==> config.mk <==
export PLATFORM = sky130hd
export DESIGN_NAME = bert_pattern_config
export DESIGN_NICKNAME = d
export VERILOG_FILES = /design/src/hdl/bert_cfg_pkg.sv /design/src/hdl/bert_octet_rom.sv /design/src/hdl/bert_pattern_config.sv
export SDC_FILE = /design/constraint.sdc
export NUM_CORES = 1
export LEC_CHECK = 0
export ABC_CLOCK_PERIOD_IN_PS = 4100
export BUFFER_PORTS_ARGS = -buffer_cell sky130_fd_sc_hd__clkbuf_2
export CAP_MARGIN = 20
export CORE_UTILIZATION = 53
export DETAILED_ROUTE_END_ITERATION = 7
export GPL_TIMING_DRIVEN = 0
export PLACE_DENSITY = 0.77
export SYNTH_ARGS = -nofsm -noshare
export SYNTH_HDL_FRONTEND = slang
export SYNTH_SLANG_ARGS = --single-unit
==> constraint.sdc <==
create_clock -name CORE_CLK -period 4.1 [get_ports CORE_CLK]
set_input_delay 0.615 -clock CORE_CLK [delete_from_list [all_inputs] [get_ports CORE_CLK]]
set_output_delay 0.615 -clock CORE_CLK [all_outputs]
set_load 0.02 [all_outputs]
==> src/hdl/bert_cfg_pkg.sv <==
// Package of the tester configuration and pattern block.
// Assumes a single core clock; the host port is the framer's 8-bit register port.
package bert_cfg_pkg;

    // ========================================================================
    // Register offsets on the 8-bit host port
    localparam logic [7:0] OFS_PATTERN_SELECT      = 8'h40;
    localparam logic [7:0] OFS_IRQ_MASK_AND_LENGTH = 8'h41;
    localparam logic [7:0] OFS_ERROR_INSERT_LOAD   = 8'h42;

    // ========================================================================
    // Field positions
    localparam int POS_PATTERN_SELECT_LSB = 2;
    localparam int POS_SYNC_CHANGE_IRQ_EN = 7;
    localparam int POS_BIT_ERROR_IRQ_EN   = 6;
    localparam int POS_OVERFLOW_IRQ_EN    = 5;
    localparam int POS_REP_LENGTH_LSB     = 0;
    localparam int POS_AUTO_ERR_RATE_LSB  = 5;
    localparam int POS_SINGLE_ERR_INJECT  = 4;
    localparam int POS_PATTERN_LOAD       = 0;

    // ========================================================================
    // Reset values
    localparam logic [2:0] RST_PATTERN_SELECT = 3'h0;
    localparam logic [2:0] RST_IRQ_EN         = 3'h0;
    localparam logic [3:0] RST_REP_LENGTH     = 4'h0;
    localparam logic [2:0] RST_AUTO_ERR_RATE  = 3'h0;
    localparam logic [19:0] LFSR_SEED         = 20'hfffff;

    // ========================================================================
    // Pattern select codes
    localparam logic [2:0] PAT_PRBS7    = 3'h0;
    localparam logic [2:0] PAT_PRBS11   = 3'h1;
    localparam logic [2:0] PAT_PRBS15   = 3'h2;
    localparam logic [2:0] PAT_QRSS     = 3'h3;
    localparam logic [2:0] PAT_REPEAT   = 3'h4;
    localparam logic [2:0] PAT_ALT_WORD = 3'h5;
    localparam logic [2:0] PAT_OCTET55  = 3'h6;
    localparam logic [2:0] PAT_RESERVED = 3'h7;

    // ========================================================================
    // Pattern geometry and counts
    localparam logic [4:0] REP_LENGTH_BASE = 5'd16;   // Last index of a 17-bit pattern
    localparam logic [5:0] REP_LENGTH_MIN  = 6'd17;
    localparam logic [3:0] QRSS_MAX_ZEROS  = 4'd14;
    localparam logic [5:0] OCTET_COUNT     = 6'd55;
    localparam logic [3:0] ALT_WORD_LAST   = 4'd15;

    // Bits between automatic errors for rates one in ten to one in ten million
    function automatic logic [23:0] err_period(input logic [2:0] rate);
        case (rate)
            3'h1:    err_period = 24'd10;
            3'h2:    err_period = 24'd100;
            3'h3:    err_period = 24'd1000;
            3'h4:    err_period = 24'd10000;
            3'h5:    err_period = 24'd100000;
            3'h6:    err_period = 24'd1000000;
            3'h7:    err_period = 24'd10000000;
            default: err_period = 24'd0;
        endcase
    endfunction

endpackage

==> src/hdl/bert_octet_rom.sv <==
// Constant table of the 55 octets of the byte-aligned test pattern.
// Assumes the caller presents an index below DEPTH; read data are registered.
`timescale 1ns/10ps
`default_nettype none

module bert_octet_rom #(
    parameter int               DEPTH  = 55,
    parameter logic [8*55-1:0]  OCTETS = {55{8'h80}}
) (
    input  wire logic       clk,
    input  wire logic [5:0] addr,
    output var  logic [7:0] data
);

    // ========================================================================
    // Registered lookup
    always_ff @(posedge clk) begin
        if (int'(addr) < DEPTH) begin
            data <= OCTETS[8*addr +: 8];
        end else begin
            data <= 8'h00;
        end
    end

endmodule

`default_nettype wire

==> src/hdl/bert_pattern_config.sv <==
// Tester configuration registers, pattern generator and error insertion.
// Assumes host strobes, line bit strobe, timeslot marks and checker events share CORE_CLK.
`timescale 1ns/10ps
`default_nettype none

// Notes on behaviour
// - Codes 0-2 pick 2^7, 2^11, 2^15 sequences
// - Code 3 is 2^20 sequence, max 14 zeros
// - Codes 4,5,6 repeat, alternate, 55 octets; 7 reserved
// - 55 octets repeat, byte aligned in timeslots
// - Repeat length is 17 plus field value
// - Checker ignores length field for pseudorandom sequences
// - One mask bit per receiver event
// - Error field zero off, else one in 10^n
module bert_pattern_config
    import bert_cfg_pkg::*;
(
    input  wire logic        CORE_CLK,
    input  wire logic        RST,
    input  wire logic [7:0]  BUS_ADDR,
    input  wire logic        BUS_WR,
    input  wire logic        BUS_RD,
    input  wire logic [7:0]  BUS_WDATA,
    output logic      [7:0]  BUS_RDATA,
    input  wire logic [31:0] REP_PATTERN,
    input  wire logic [7:0]  ALT_WORD_COUNT,
    input  wire logic        BIT_STROBE,
    input  wire logic        TS_ACTIVE,
    input  wire logic        BYTE_START,
    input  wire logic        SYNC_CHANGE,
    input  wire logic        BIT_ERROR_SEEN,
    input  wire logic        COUNTER_OVERFLOW,
    output logic             TX_BIT,
    output logic             TX_VALID,
    output logic      [2:0]  RX_PATTERN_SEL,
    output logic      [5:0]  RX_REP_LENGTH,
    output logic             EVENT_IRQ
);

    // ========================================================================
    // Host registers
    logic [2:0] pat_sel_r, pat_sel_nxt;
    logic [2:0] irq_en_r, irq_en_nxt;
    logic [3:0] rep_len_r, rep_len_nxt;
    logic [2:0] err_rate_r, err_rate_nxt;
    logic       single_err_r, single_err_nxt;
    logic       load_trig_r, load_trig_nxt;
    logic [7:0] rdata_r, rdata_nxt;

    // Next values of the host registers and read data
    always_comb begin
        pat_sel_nxt    = pat_sel_r;
        irq_en_nxt     = irq_en_r;
        rep_len_nxt    = rep_len_r;
        err_rate_nxt   = err_rate_r;
        single_err_nxt = single_err_r;
        load_trig_nxt  = load_trig_r;
        rdata_nxt      = rdata_r;
        if (BUS_WR) begin
            unique case (BUS_ADDR)
                OFS_PATTERN_SELECT: begin
                    pat_sel_nxt = BUS_WDATA[POS_PATTERN_SELECT_LSB +: 3];
                end
                OFS_IRQ_MASK_AND_LENGTH: begin
                    irq_en_nxt  = {BUS_WDATA[POS_SYNC_CHANGE_IRQ_EN],
                                   BUS_WDATA[POS_BIT_ERROR_IRQ_EN],
                                   BUS_WDATA[POS_OVERFLOW_IRQ_EN]};
                    rep_len_nxt = BUS_WDATA[POS_REP_LENGTH_LSB +: 4];
                end
                OFS_ERROR_INSERT_LOAD: begin
                    err_rate_nxt   = BUS_WDATA[POS_AUTO_ERR_RATE_LSB +: 3];
                    single_err_nxt = BUS_WDATA[POS_SINGLE_ERR_INJECT];
                    load_trig_nxt  = BUS_WDATA[POS_PATTERN_LOAD];
                end
                default: ;
            endcase
        end
        if (BUS_RD) begin
            unique case (BUS_ADDR)
                OFS_PATTERN_SELECT:      rdata_nxt = {3'h0, pat_sel_r, 2'h0};
                OFS_IRQ_MASK_AND_LENGTH: rdata_nxt = {irq_en_r, 1'b0, rep_len_r};
                OFS_ERROR_INSERT_LOAD:   rdata_nxt = {err_rate_r, single_err_r, 3'h0,
                                                      load_trig_r};
                default:                 rdata_nxt = 8'h00;
            endcase
        end
    end

    // Register the host state
    always_ff @(posedge CORE_CLK or posedge RST) begin
        if (RST) begin
            pat_sel_r    <= RST_PATTERN_SELECT;
            irq_en_r     <= RST_IRQ_EN;
            rep_len_r    <= RST_REP_LENGTH;
            err_rate_r   <= RST_AUTO_ERR_RATE;
            single_err_r <= 1'b0;
            load_trig_r  <= 1'b0;
            rdata_r      <= 8'h00;
        end else begin
            pat_sel_r    <= pat_sel_nxt;
            irq_en_r     <= irq_en_nxt;
            rep_len_r    <= rep_len_nxt;
            err_rate_r   <= err_rate_nxt;
            single_err_r <= single_err_nxt;
            load_trig_r  <= load_trig_nxt;
            rdata_r      <= rdata_nxt;
        end
    end

    // ========================================================================
    // Generator state
    logic        single_err_d_r, load_trig_d_r;
    logic [19:0] lfsr_r, lfsr_nxt;
    logic [3:0]  zero_run_r, zero_run_nxt;
    logic [4:0]  rep_idx_r, rep_idx_nxt;
    logic [7:0]  word_cnt_r, word_cnt_nxt;
    logic        word_sel_r, word_sel_nxt;
    logic [3:0]  word_bit_r, word_bit_nxt;
    logic [7:0]  octet_r, octet_nxt;
    logic [2:0]  octet_bit_r, octet_bit_nxt;
    logic [5:0]  octet_addr_r, octet_addr_nxt;
    logic        octet_live_r, octet_live_nxt;
    logic [23:0] err_cnt_r, err_cnt_nxt;
    logic        err_pend_r, err_pend_nxt;
    logic        tx_bit_nxt, tx_valid_nxt, irq_nxt;
    logic [5:0]  rx_len_nxt;
    logic [7:0]  octet_data;
    logic        load_pulse, single_pulse, adv, emit, raw, err_hit, fb;
    logic [4:0]  rep_last;
    logic [23:0] period;

    // Fixed table of the byte-aligned pattern
    bert_octet_rom #(
        .DEPTH (55)
    ) u_octets (
        .clk  (CORE_CLK),
        .addr (octet_addr_r),
        .data (octet_data)
    );

    // Edge detection of the trigger bits and the bit step
    assign load_pulse   = load_trig_r & ~load_trig_d_r;
    assign single_pulse = single_err_r & ~single_err_d_r;
    assign adv          = BIT_STROBE & TS_ACTIVE & (pat_sel_r != PAT_RESERVED);
    assign rep_last     = 5'(REP_LENGTH_BASE + {1'b0, rep_len_r});
    assign period       = err_period(err_rate_r);

    // Next state of the generator, error insertion and outputs
    always_comb begin
        lfsr_nxt       = lfsr_r;
        zero_run_nxt   = zero_run_r;
        rep_idx_nxt    = rep_idx_r;
        word_cnt_nxt   = word_cnt_r;
        word_sel_nxt   = word_sel_r;
        word_bit_nxt   = word_bit_r;
        octet_nxt      = octet_r;
        octet_bit_nxt  = octet_bit_r;
        octet_addr_nxt = octet_addr_r;
        octet_live_nxt = octet_live_r;
        err_cnt_nxt    = err_cnt_r;
        raw            = 1'b0;
        fb             = 1'b0;
        emit           = 1'b0;
        // Shift out MSB first, feedback enters at the LSB
        unique case (pat_sel_r)
            PAT_PRBS7:  begin raw = lfsr_r[6];  fb = lfsr_r[6]  ^ lfsr_r[5];  end
            PAT_PRBS11: begin raw = lfsr_r[10]; fb = lfsr_r[10] ^ lfsr_r[8];  end
            PAT_PRBS15: begin raw = lfsr_r[14]; fb = lfsr_r[14] ^ lfsr_r[13]; end
            PAT_QRSS: begin
                fb  = lfsr_r[19] ^ lfsr_r[16];
                raw = lfsr_r[19] | (zero_run_r == QRSS_MAX_ZEROS);  // Force a one
            end
            PAT_REPEAT:   raw = REP_PATTERN[rep_idx_r];
            PAT_ALT_WORD: raw = REP_PATTERN[{word_sel_r, word_bit_r}];
            PAT_OCTET55:  raw = BYTE_START ? octet_data[0] : octet_r[octet_bit_r];
            default:      raw = 1'b0;
        endcase
        if (adv) begin
            emit = (pat_sel_r != PAT_OCTET55) || BYTE_START || octet_live_r;
            lfsr_nxt     = {lfsr_r[18:0], fb};
            zero_run_nxt = (raw || pat_sel_r != PAT_QRSS) ? 4'h0 : 4'(zero_run_r + 4'h1);
            rep_idx_nxt  = (rep_idx_r >= rep_last) ? 5'h00 : 5'(rep_idx_r + 5'h01);
            word_bit_nxt = 4'(word_bit_r + 4'h1);
            if (word_bit_r == ALT_WORD_LAST) begin
                if (word_cnt_r == 8'h00) begin
                    word_cnt_nxt = 8'(ALT_WORD_COUNT - 8'h01);
                    word_sel_nxt = ~word_sel_r;
                end else begin
                    word_cnt_nxt = 8'(word_cnt_r - 8'h01);
                end
            end
            // Octets start only on a byte boundary of an active timeslot
            if (BYTE_START) begin
                octet_nxt      = octet_data;
                octet_bit_nxt  = 3'h1;
                octet_live_nxt = 1'b1;
                octet_addr_nxt = (octet_addr_r == 6'(OCTET_COUNT - 6'd1)) ? 6'h00
                                 : 6'(octet_addr_r + 6'h01);
            end else begin
                octet_bit_nxt = 3'(octet_bit_r + 3'h1);
            end
        end
        err_hit = emit && (err_rate_r != 3'h0) && (err_cnt_r >= 24'(period - 24'd1));
        if (emit) begin
            err_cnt_nxt = (err_hit || err_rate_r == 3'h0) ? 24'h0 : 24'(err_cnt_r + 24'h1);
        end
        if (load_pulse) begin
            lfsr_nxt       = LFSR_SEED;
            zero_run_nxt   = 4'h0;
            rep_idx_nxt    = 5'h00;
            word_cnt_nxt   = 8'(ALT_WORD_COUNT - 8'h01);
            word_sel_nxt   = 1'b0;
            word_bit_nxt   = 4'h0;
            octet_addr_nxt = 6'h00;
            octet_bit_nxt  = 3'h0;
            octet_live_nxt = 1'b0;
            err_cnt_nxt    = 24'h0;
        end
        // A new single error request wins over clearing the one being applied
        err_pend_nxt = single_pulse | (err_pend_r & ~emit);
        tx_bit_nxt   = emit ? (raw ^ (err_hit | err_pend_r)) : TX_BIT;
        tx_valid_nxt = emit;
        rx_len_nxt   = pat_sel_r[2] ? 6'(REP_LENGTH_MIN + {2'h0, rep_len_r}) : 6'h00;
        irq_nxt      = |({SYNC_CHANGE, BIT_ERROR_SEEN, COUNTER_OVERFLOW} & irq_en_r);
    end

    // Register the generator state and the outputs
    always_ff @(posedge CORE_CLK or posedge RST) begin
        if (RST) begin
            single_err_d_r <= 1'b0;
            load_trig_d_r  <= 1'b0;
            lfsr_r         <= LFSR_SEED;
            zero_run_r     <= 4'h0;
            rep_idx_r      <= 5'h00;
            word_cnt_r     <= 8'h00;
            word_sel_r     <= 1'b0;
            word_bit_r     <= 4'h0;
            octet_r        <= 8'h00;
            octet_bit_r    <= 3'h0;
            octet_addr_r   <= 6'h00;
            octet_live_r   <= 1'b0;
            err_cnt_r      <= 24'h0;
            err_pend_r     <= 1'b0;
            TX_BIT         <= 1'b0;
            TX_VALID       <= 1'b0;
            RX_PATTERN_SEL <= RST_PATTERN_SELECT;
            RX_REP_LENGTH  <= 6'h00;
            EVENT_IRQ      <= 1'b0;
        end else begin
            single_err_d_r <= single_err_r;
            load_trig_d_r  <= load_trig_r;
            lfsr_r         <= lfsr_nxt;
            zero_run_r     <= zero_run_nxt;
            rep_idx_r      <= rep_idx_nxt;
            word_cnt_r     <= word_cnt_nxt;
            word_sel_r     <= word_sel_nxt;
            word_bit_r     <= word_bit_nxt;
            octet_r        <= octet_nxt;
            octet_bit_r    <= octet_bit_nxt;
            octet_addr_r   <= octet_addr_nxt;
            octet_live_r   <= octet_live_nxt;
            err_cnt_r      <= err_cnt_nxt;
            err_pend_r     <= err_pend_nxt;
            TX_BIT         <= tx_bit_nxt;
            TX_VALID       <= tx_valid_nxt;
            RX_PATTERN_SEL <= pat_sel_r;
            RX_REP_LENGTH  <= rx_len_nxt;
            EVENT_IRQ      <= irq_nxt;
        end
    end
    assign BUS_RDATA = rdata_r;
endmodule

`default_nettype wire

==> summary.txt, run 1 <==
Run status
  – Status: completed

Detailed routing
  – Detailed-route DRC error count: 0
  – Detailed Routing Iterations Pass 1: 5
  – Avg WL per Cell: 16.6 um
  – DR iter-0 viols: 441
  – WL final: 16900 um
  – Remaining antenna violation count: 0
  – Vias/cell: 5.88
  – Total number of vias: 5971

Timing
  – Max-slew violation count: 0
  – Skew final: 7.93 ps
  – Worst-Margin Slew: 885 ps
  – Fin Setup TNS: 0 ps
  – Slew margin rel.: 40.6%
  – Final hold violation count: 0
  – Fin crit period: 3910 ps
  – Period Utilization, post-route: 95.3%
  – Max Fclk: 0.256 GHz
  – # setup viols final: 0

Yosys
  – Ys async rst share: 99.1%
  – Synthesized Nets: 834
  – Leading area contributor after synthesis: dfrtp_1
  – Main synth FF type: dfrtp_1
  – Number of distinct library cells after synthesis: 53
  – Syn avg cell area: 9.64 sq um
  – Synth top area share: 33.9%
  – Ranking of synthesized cells by area: dfrtp_1 (34%), dfstp_2 (7.5%), ha_1 (7.3%)
  – FF+latch count, synth: 116
  – Sequential-to-total area share from yosys stat: 41.7%
  – Ys Warns: 0
  – Post-Syn Area: 7010 sq um
  – Syn Inst Count: 727
  – Number of synthesized flops with an enable pin: 0

Power
  – Leakage Power: 3.98 nW
  – Max VDD drop: 0.330 mV
  – Power, Total: 0.00399 W
  – PwrDens: 480 nW/um^2

Floorplan
  – Std-Cell Core Area: 12800 sq um
  – Die ar.: 13700 sq um
  – Die Wd: 117 um
  – Initial Utilization: 54.9%
  – # rows: 41
  – # IOs: 86
  – Die Span Y: 117 um

Hold path
  – Hold Crit Class: primary input to asynchronous set/reset pin

Cells and area
  – Most frequent cells in the layout: dfrtp_1 (94), nand2_1 (93), clkbuf_2 (88)
  – Diode count: 0
  – # nets final: 938
  – Area grow syn2layout: 18.5%
  – Most common cell after layout, fill and taps aside: dfrtp_1
  – Fin util: 65.0%
  – Layout cells sized above 1: 22.9%

Critical path
  – Worst EP arrival: 4250 ps
  – Worst Path Required: 4440 ps
  – Crit. End Element: register
  – WS Path Type: register to register
  – Startpoint Class: register
  – Max FO, Critical Path: 10

Clocking
  – Worst-skew pair later-pin latency: 420 ps
  – CTS H-Tree Depth: 4
  – CTS root buffer: clkbuf_16
  – Clock sink count: 116
  – Post-CTS Hold Buffers: 0
  – Clock buffers created by TritonCTS: 17
  – CTS tree: yes
  – Longest Clk Path Bufs: 2
  – Clock slew at reported path FFs: 50 ps

Flow run
  – Maxcap violations: 0

Global routing
  – Grt ovf: 0
  – First-pass GRT wire length: 27700 um
  – Largest net degree at the start of global routing: 68
  – Number of global-route vias before repair: 5929
  – Initial antenna violation count: 0
  – GRT Total Usage: 26.6%

Placed design
  – RePlAce Congestion: 0.882
  – IO buf count: 84
  – DP HPWL: 12200 um
worst max-delay path, cell delays in order, from the launching register on:
cell and delay [ps]:
dfrtp_1 470, clkbuf_2 260, nor2_1 80, nand2_1 130
ha_1 240, inv_1 100, nor2_2 280, inv_1 80
ha_1 290, a21o_1 160, a21o_1 170, a211oi_1 340
nand3_1 240, nor4_4 260, buf_4 200, clkbuf_2 260
a21oi_1 110, mux2i_1 160
state kept, by name, indices dropped and copies added (netlist names), 4 cells and up:
| register | cells |
|---|---|
| lfsr_r | 20 |
| rep_len_r | 4 |
| err_cnt_r | 24 |
| rep_idx_r | 5 |
| word_cnt_r | 8 |
| BUS_RDATA | 8 |
| octet_addr_r | 6 |
| word_bit_r | 4 |
| zero_run_r | 4 |
| RX_REP_LENGTH | 6 |
logic make-up (layout without fill, tap and decap cells):
logic type | after synthesis | after routing | share of synthesized area [%]
multiplexers | 55 | 55 | 12.2
AND/OR/NAND/NOR | 276 | 276 | 19.2
flip-flops | 116 | 116 | 41.7
XOR/XNOR | 23 | 23 | 2.88
buffers and inverters | 70 | 187 | 3.93
AO/OA/AOI/OAI | 146 | 146 | 12.7
adder cells (fa/ha/maj) | 41 | 41 | 7.32
synthesized netlist by cell type, types with 18 or more instances:
cell and instances:
ha_1 41, clkbuf_1 24, dfstp_2 20, dfrtp_1 95, nor2_1 42, o21ai_0 45
inv_1 36, nand3_1 63, nand2_1 93, mux2_2 18, a21oi_1 42
path summary, 6_finish.rpt:
| kind | from | end | slack, ps | depth (start not counted) |
|---|---|---|---|---|
| worst max-delay path | err_rate_r[1] | err_cnt_r[6] | 190 | 17 |
| worst min register to register | pat_sel_r[0] | RX_PATTERN_SEL[0] | 370 | 0 |
| min in group CORE_CLK | pat_sel_r[0] | RX_PATTERN_SEL[0] | 370 | 0 |
| worst max register to register | err_rate_r[1] | err_cnt_r[6] | 190 | 17 |
| max in group asynchronous | RST | err_rate_r[2] | 3000 | 3 |
| worst min-delay path | RST | err_cnt_r[2] | 370 | 2 |
report_power, final:
group	switching, W	internal [W]
Combinational	0.000501	0.000479
Sequential	0.000171	0.00137
Clock	0.000517	0.000952
final cells by class:
type | count | area [sq um]
buffer | 32 | 140
clock buffer | 23 | 488
clock inverter | 9 | 101
fill | 1041 | 4470
inverter | 36 | 138
multi-input combinational | 541 | 3830
sequential | 116 | 2920
tap | 172 | 215
timing repair buffer | 87 | 463
repair_timing:
item                       CTS  global route
setup endpoints to repair   23            23
gates resized for setup      8             4
setup buffers                0             2
pin swaps                    1             1
per-layer routing:
metal	vias to the layer above	track usage (%)	part of all wire, %
met4	0	10.8	1.8
li1	2836	-	-
met5	-	0	0
met2	217	44.2	48
met1	2889	33.7	44
met3	29	5.97	6.3
metrics by stage:
stage | hold slack (ps) | cell area [sq um] | setup slack, ps | instances
2_1_floorplan | 349 | 7010 | 264 | 727
3_3_place_gp | 359 | 7640 | -791 | 983
3_5_place_dp | 364 | 7670 | -788 | 984
4_1_cts | 377 | 8290 | 97.1 | 1016
5_1_grt | 387 | 8300 | -16.3 | 1016
6_report | 370 | 8300 | 194 | 1016
Power figures use the tool's default switching activity.
==> run 2, diff against run 1 <==
--- a/config.mk
+++ b/config.mk
@@ -5,7 +5,7 @@
 export SDC_FILE = /design/constraint.sdc
 export NUM_CORES = 1
 export LEC_CHECK = 0
-export ABC_CLOCK_PERIOD_IN_PS = 4100
+export ABC_CLOCK_PERIOD_IN_PS = 3500
 export BUFFER_PORTS_ARGS = -buffer_cell sky130_fd_sc_hd__clkbuf_2
 export CAP_MARGIN = 20
 export CORE_UTILIZATION = 53
==> constraint.sdc (replaced) <==
create_clock -name CORE_CLK -period 3.5 [get_ports CORE_CLK]
set_input_delay 0.525 -clock CORE_CLK [delete_from_list [all_inputs] [get_ports CORE_CLK]]
set_output_delay 0.525 -clock CORE_CLK [all_outputs]
set_load 0.02 [all_outputs]
==> summary.txt, run 2 (synthesis results as in run 1) <==
Run status
  – Status: completed

Power
  – Leakage Power: 4.02 nW (+1.1%)
  – Comb power frac: 24.4% (-0.2 points)
  – Clock power share: 37.9% (+1.1 points)
  – PwrDens: 566 nW/um^2 (+18%)
  – Power, Total: 0.00477 W (+20%)
  – Max VDD drop: 0.492 mV (+49%)
  – Sw power: 0.00139 W (+17%)
  – Int Power: 0.00338 W (+21%)
  – Sw Ratio: 29.2% (-0.58 points)
  – Power share of the sequential group: 37.7% (-0.9 points)

Timing
  – Worst-Margin Slew: 853 ps (-31.7 ps)
  – Skew final: 6.05 ps (-1.87 ps)
  – Fin Hold WS: 228 ps (-141 ps)
  – Post-route setup slack: 131 ps (-63.2 ps)
  – Period Utilization, post-route: 96.3% (+0.99 points)
  – # setup viols final: 0 (unchanged)
  – Slew margin rel.: 42.7% (+2.1 points)
  – Max Fclk: 0.297 GHz (+16%)
  – Final hold violation count: 0 (unchanged)
  – Max-slew violation count: 0 (unchanged)
  – Fin crit period: 3370 ps (-537 ps)

Global routing
  – GRT Total Usage: 26.4% (-0.19 points)
  – Initial antenna violation count: 0 (unchanged)
  – Largest net degree at the start of global routing: 43 (-37%)
  – Grt ovf: 0 (unchanged)
  – Number of global-route vias before repair: 5788 (-2.4%)
  – First-pass GRT wire length: 27800 um (+0.17%)

Placed design
  – DP HPWL: 12100 um (-0.52%)
  – Placed Area: 7700 sq um (+0.41%)
  – RePlAce Congestion: 0.891 (+0.94%)
  – IO buf count: 84 (unchanged)
  – Worst slack at placement: -825 ps (-36.9 ps)

Clocking
  – Clock sink count: 116 (unchanged)
  – Longest Clk Path Bufs: 2 (unchanged)
  – Post-CTS Hold Buffers: 0 (unchanged)
  – Clock slew at reported path FFs: 50 ps (about the same)
  – Clock buffers created by TritonCTS: 17 (unchanged)
  – Worst-skew pair later-pin latency: 410 ps (about the same)
  – CTS H-Tree Depth: 4 (unchanged)
  – CTS tree: yes
  – CTS root buffer: clkbuf_16

Critical path
  – Startpoint Class: register
  – Max FO, Critical Path: 10 (unchanged)
  – CP startpoint: err_rate_r[2]
  – WS Path Type: register to register
  – Reg2reg start: err_rate_r[2]
  – Reg-to-reg slack, setup: 130 ps (-60 ps)
  – Worst EP arrival: 3700 ps (-550 ps)
  – Worst Path Required: 3830 ps (-610 ps)
  – Crit. End Element: register
  – Worst reg2reg path depth: 16 (-1)
  – Worst r2r dst: err_cnt_r[2]

Hold path
  – Hold Crit Class: primary input to asynchronous set/reset pin

Detailed routing
  – DR iter-0 viols: 527 (+20%)
  – Total number of vias: 5993 (+0.37%)
  – Detailed-route DRC error count: 0 (unchanged)
  – Remaining antenna violation count: 0 (unchanged)
  – Detailed Routing Iterations Pass 1: 5 (unchanged)
  – Vias/cell: 5.86 (-0.32%)
  – Avg WL per Cell: 16.6 um (about the same)
  – WL final: 17000 um (+0.60%)

Cells and area
  – Most common cell after layout, fill and taps aside: nand2_1
  – Largest registers: err_cnt_r: 24 flops, lfsr_r: 20 flops
  – Number of fill cells: 983 (-5.6%)
  – Most frequent cells in the layout: nand2_1 (93), dfrtp_1 (92), clkbuf_2 (85)
  – Diode count: 0 (unchanged)
  – Max reg flops: 24 (unchanged)
  – # nets final: 945 (+0.75%)
  – Fin util: 66.0% (+0.98 points)
  – Largest Register: err_cnt_r
  – Final instance area: 8430 sq um (+1.5%)
  – Area grow syn2layout: 20.2%
  – Layout cells sized above 1: 24.1% (+1.2 points)

Flow run
  – Maxcap violations: 0 (unchanged)

Floorplan
  – Die ar.: 13700 sq um (unchanged)
  – Std-Cell Core Area: 12800 sq um (unchanged)
  – # rows: 41 (unchanged)
  – # IOs: 86 (unchanged)
  – Die Wd: 117 um (unchanged)
  – Die Span Y: 117 um (unchanged)
  – Initial Utilization: 54.9% (unchanged)
## run 2: cell types whose count changed in the layout (fill, tap and decap cells not counted), sizes merged
cell	previous run	this run
clkbuf	129	127
buf	13	20
inv	36	35
bufinv	2	4
clkinvlp	1	2
## run 2: cell type report
| class | count | area (sq um) | area share (%) |
|---|---|---|---|
| Clock inverter | 11 | 158 | 1.87 |
| Buffer | 32 | 163 | 1.93 |
| Clock buffer | 21 | 450 | 5.35 |
| Multi-Input combinational cell | 541 | 3850 | 45.7 |
| Tap cell | 172 | 215 | 2.55 |
| Inverter | 36 | 139 | 1.65 |
| Timing Repair Buffer | 94 | 522 | 6.19 |
| Sequential cell | 116 | 2930 | 34.7 |
## run 2: how the worst max path moves through the flow
| stage | slack (ps) | end |
|---|---|---|
| floorplan | 30 | err_cnt_r[2] |
| global placement | -760 | err_cnt_r[2] |
| detailed placement | -820 | err_cnt_r[2] |
| CTS | 10 | err_cnt_r[5] |
| global route | -7 | err_cnt_r[11] |
| finish | 130 | err_cnt_r[2] |
## run 2: what timing repair did
| item | in CTS | in global routing |
|---|---|---|
| setup buffers | 2 | 6 |
| endpoints found under the setup margin | 25 | 25 |
| pin swaps | 2 | 2 |
| gates resized for setup | 13 | 15 |
## run 2: per-stage QoR
step | cells | TNS (ps)
final | 1023 | 0
after global routing | 1023 | -7.47
after CTS | 1017 | 0
after detailed placement | 985 | -17040
after global placement | 983 | -15890
after floorplan | 727 | 0
## run 2: per-layer routing
metal  wire [um]  GRT usage (%)
met1        7640           35.3
met3         886           6.44
met2        8180           42.0
met5           0              0
met4         277           9.28
## run 2: power groups by stage
| stage | registers (W) | clock network [W] | logic (W) |
|---|---|---|---|
| finish | 0.00180 | 0.00181 | 0.00116 |
| global route | 0.00183 | 0.00188 | 0.00130 |
| CTS | 0.00180 | 0.00182 | 0.00116 |
| detailed placement | 0.00181 | 0 | 0.00114 |
| global placement | 0.00180 | 0 | 0.00108 |
| floorplan | 0.00176 | 0 | 0.000869 |
## run 2: worst max-delay path, cell delays in order, from the launching register on
cell and delay (ps):
dfrtp_2 460, buf_4 200, nor2_1 140, nand2_1 100
ha_2 220, o21ai_1 190, ha_1 270, a211oi_1 270
nor2_1 90, a211o_1 270, o21ai_0 160, nand3_1 170
nor4_4 180, buf_6 170, clkbuf_4 210, nand2_1 80
mux2i_1 120
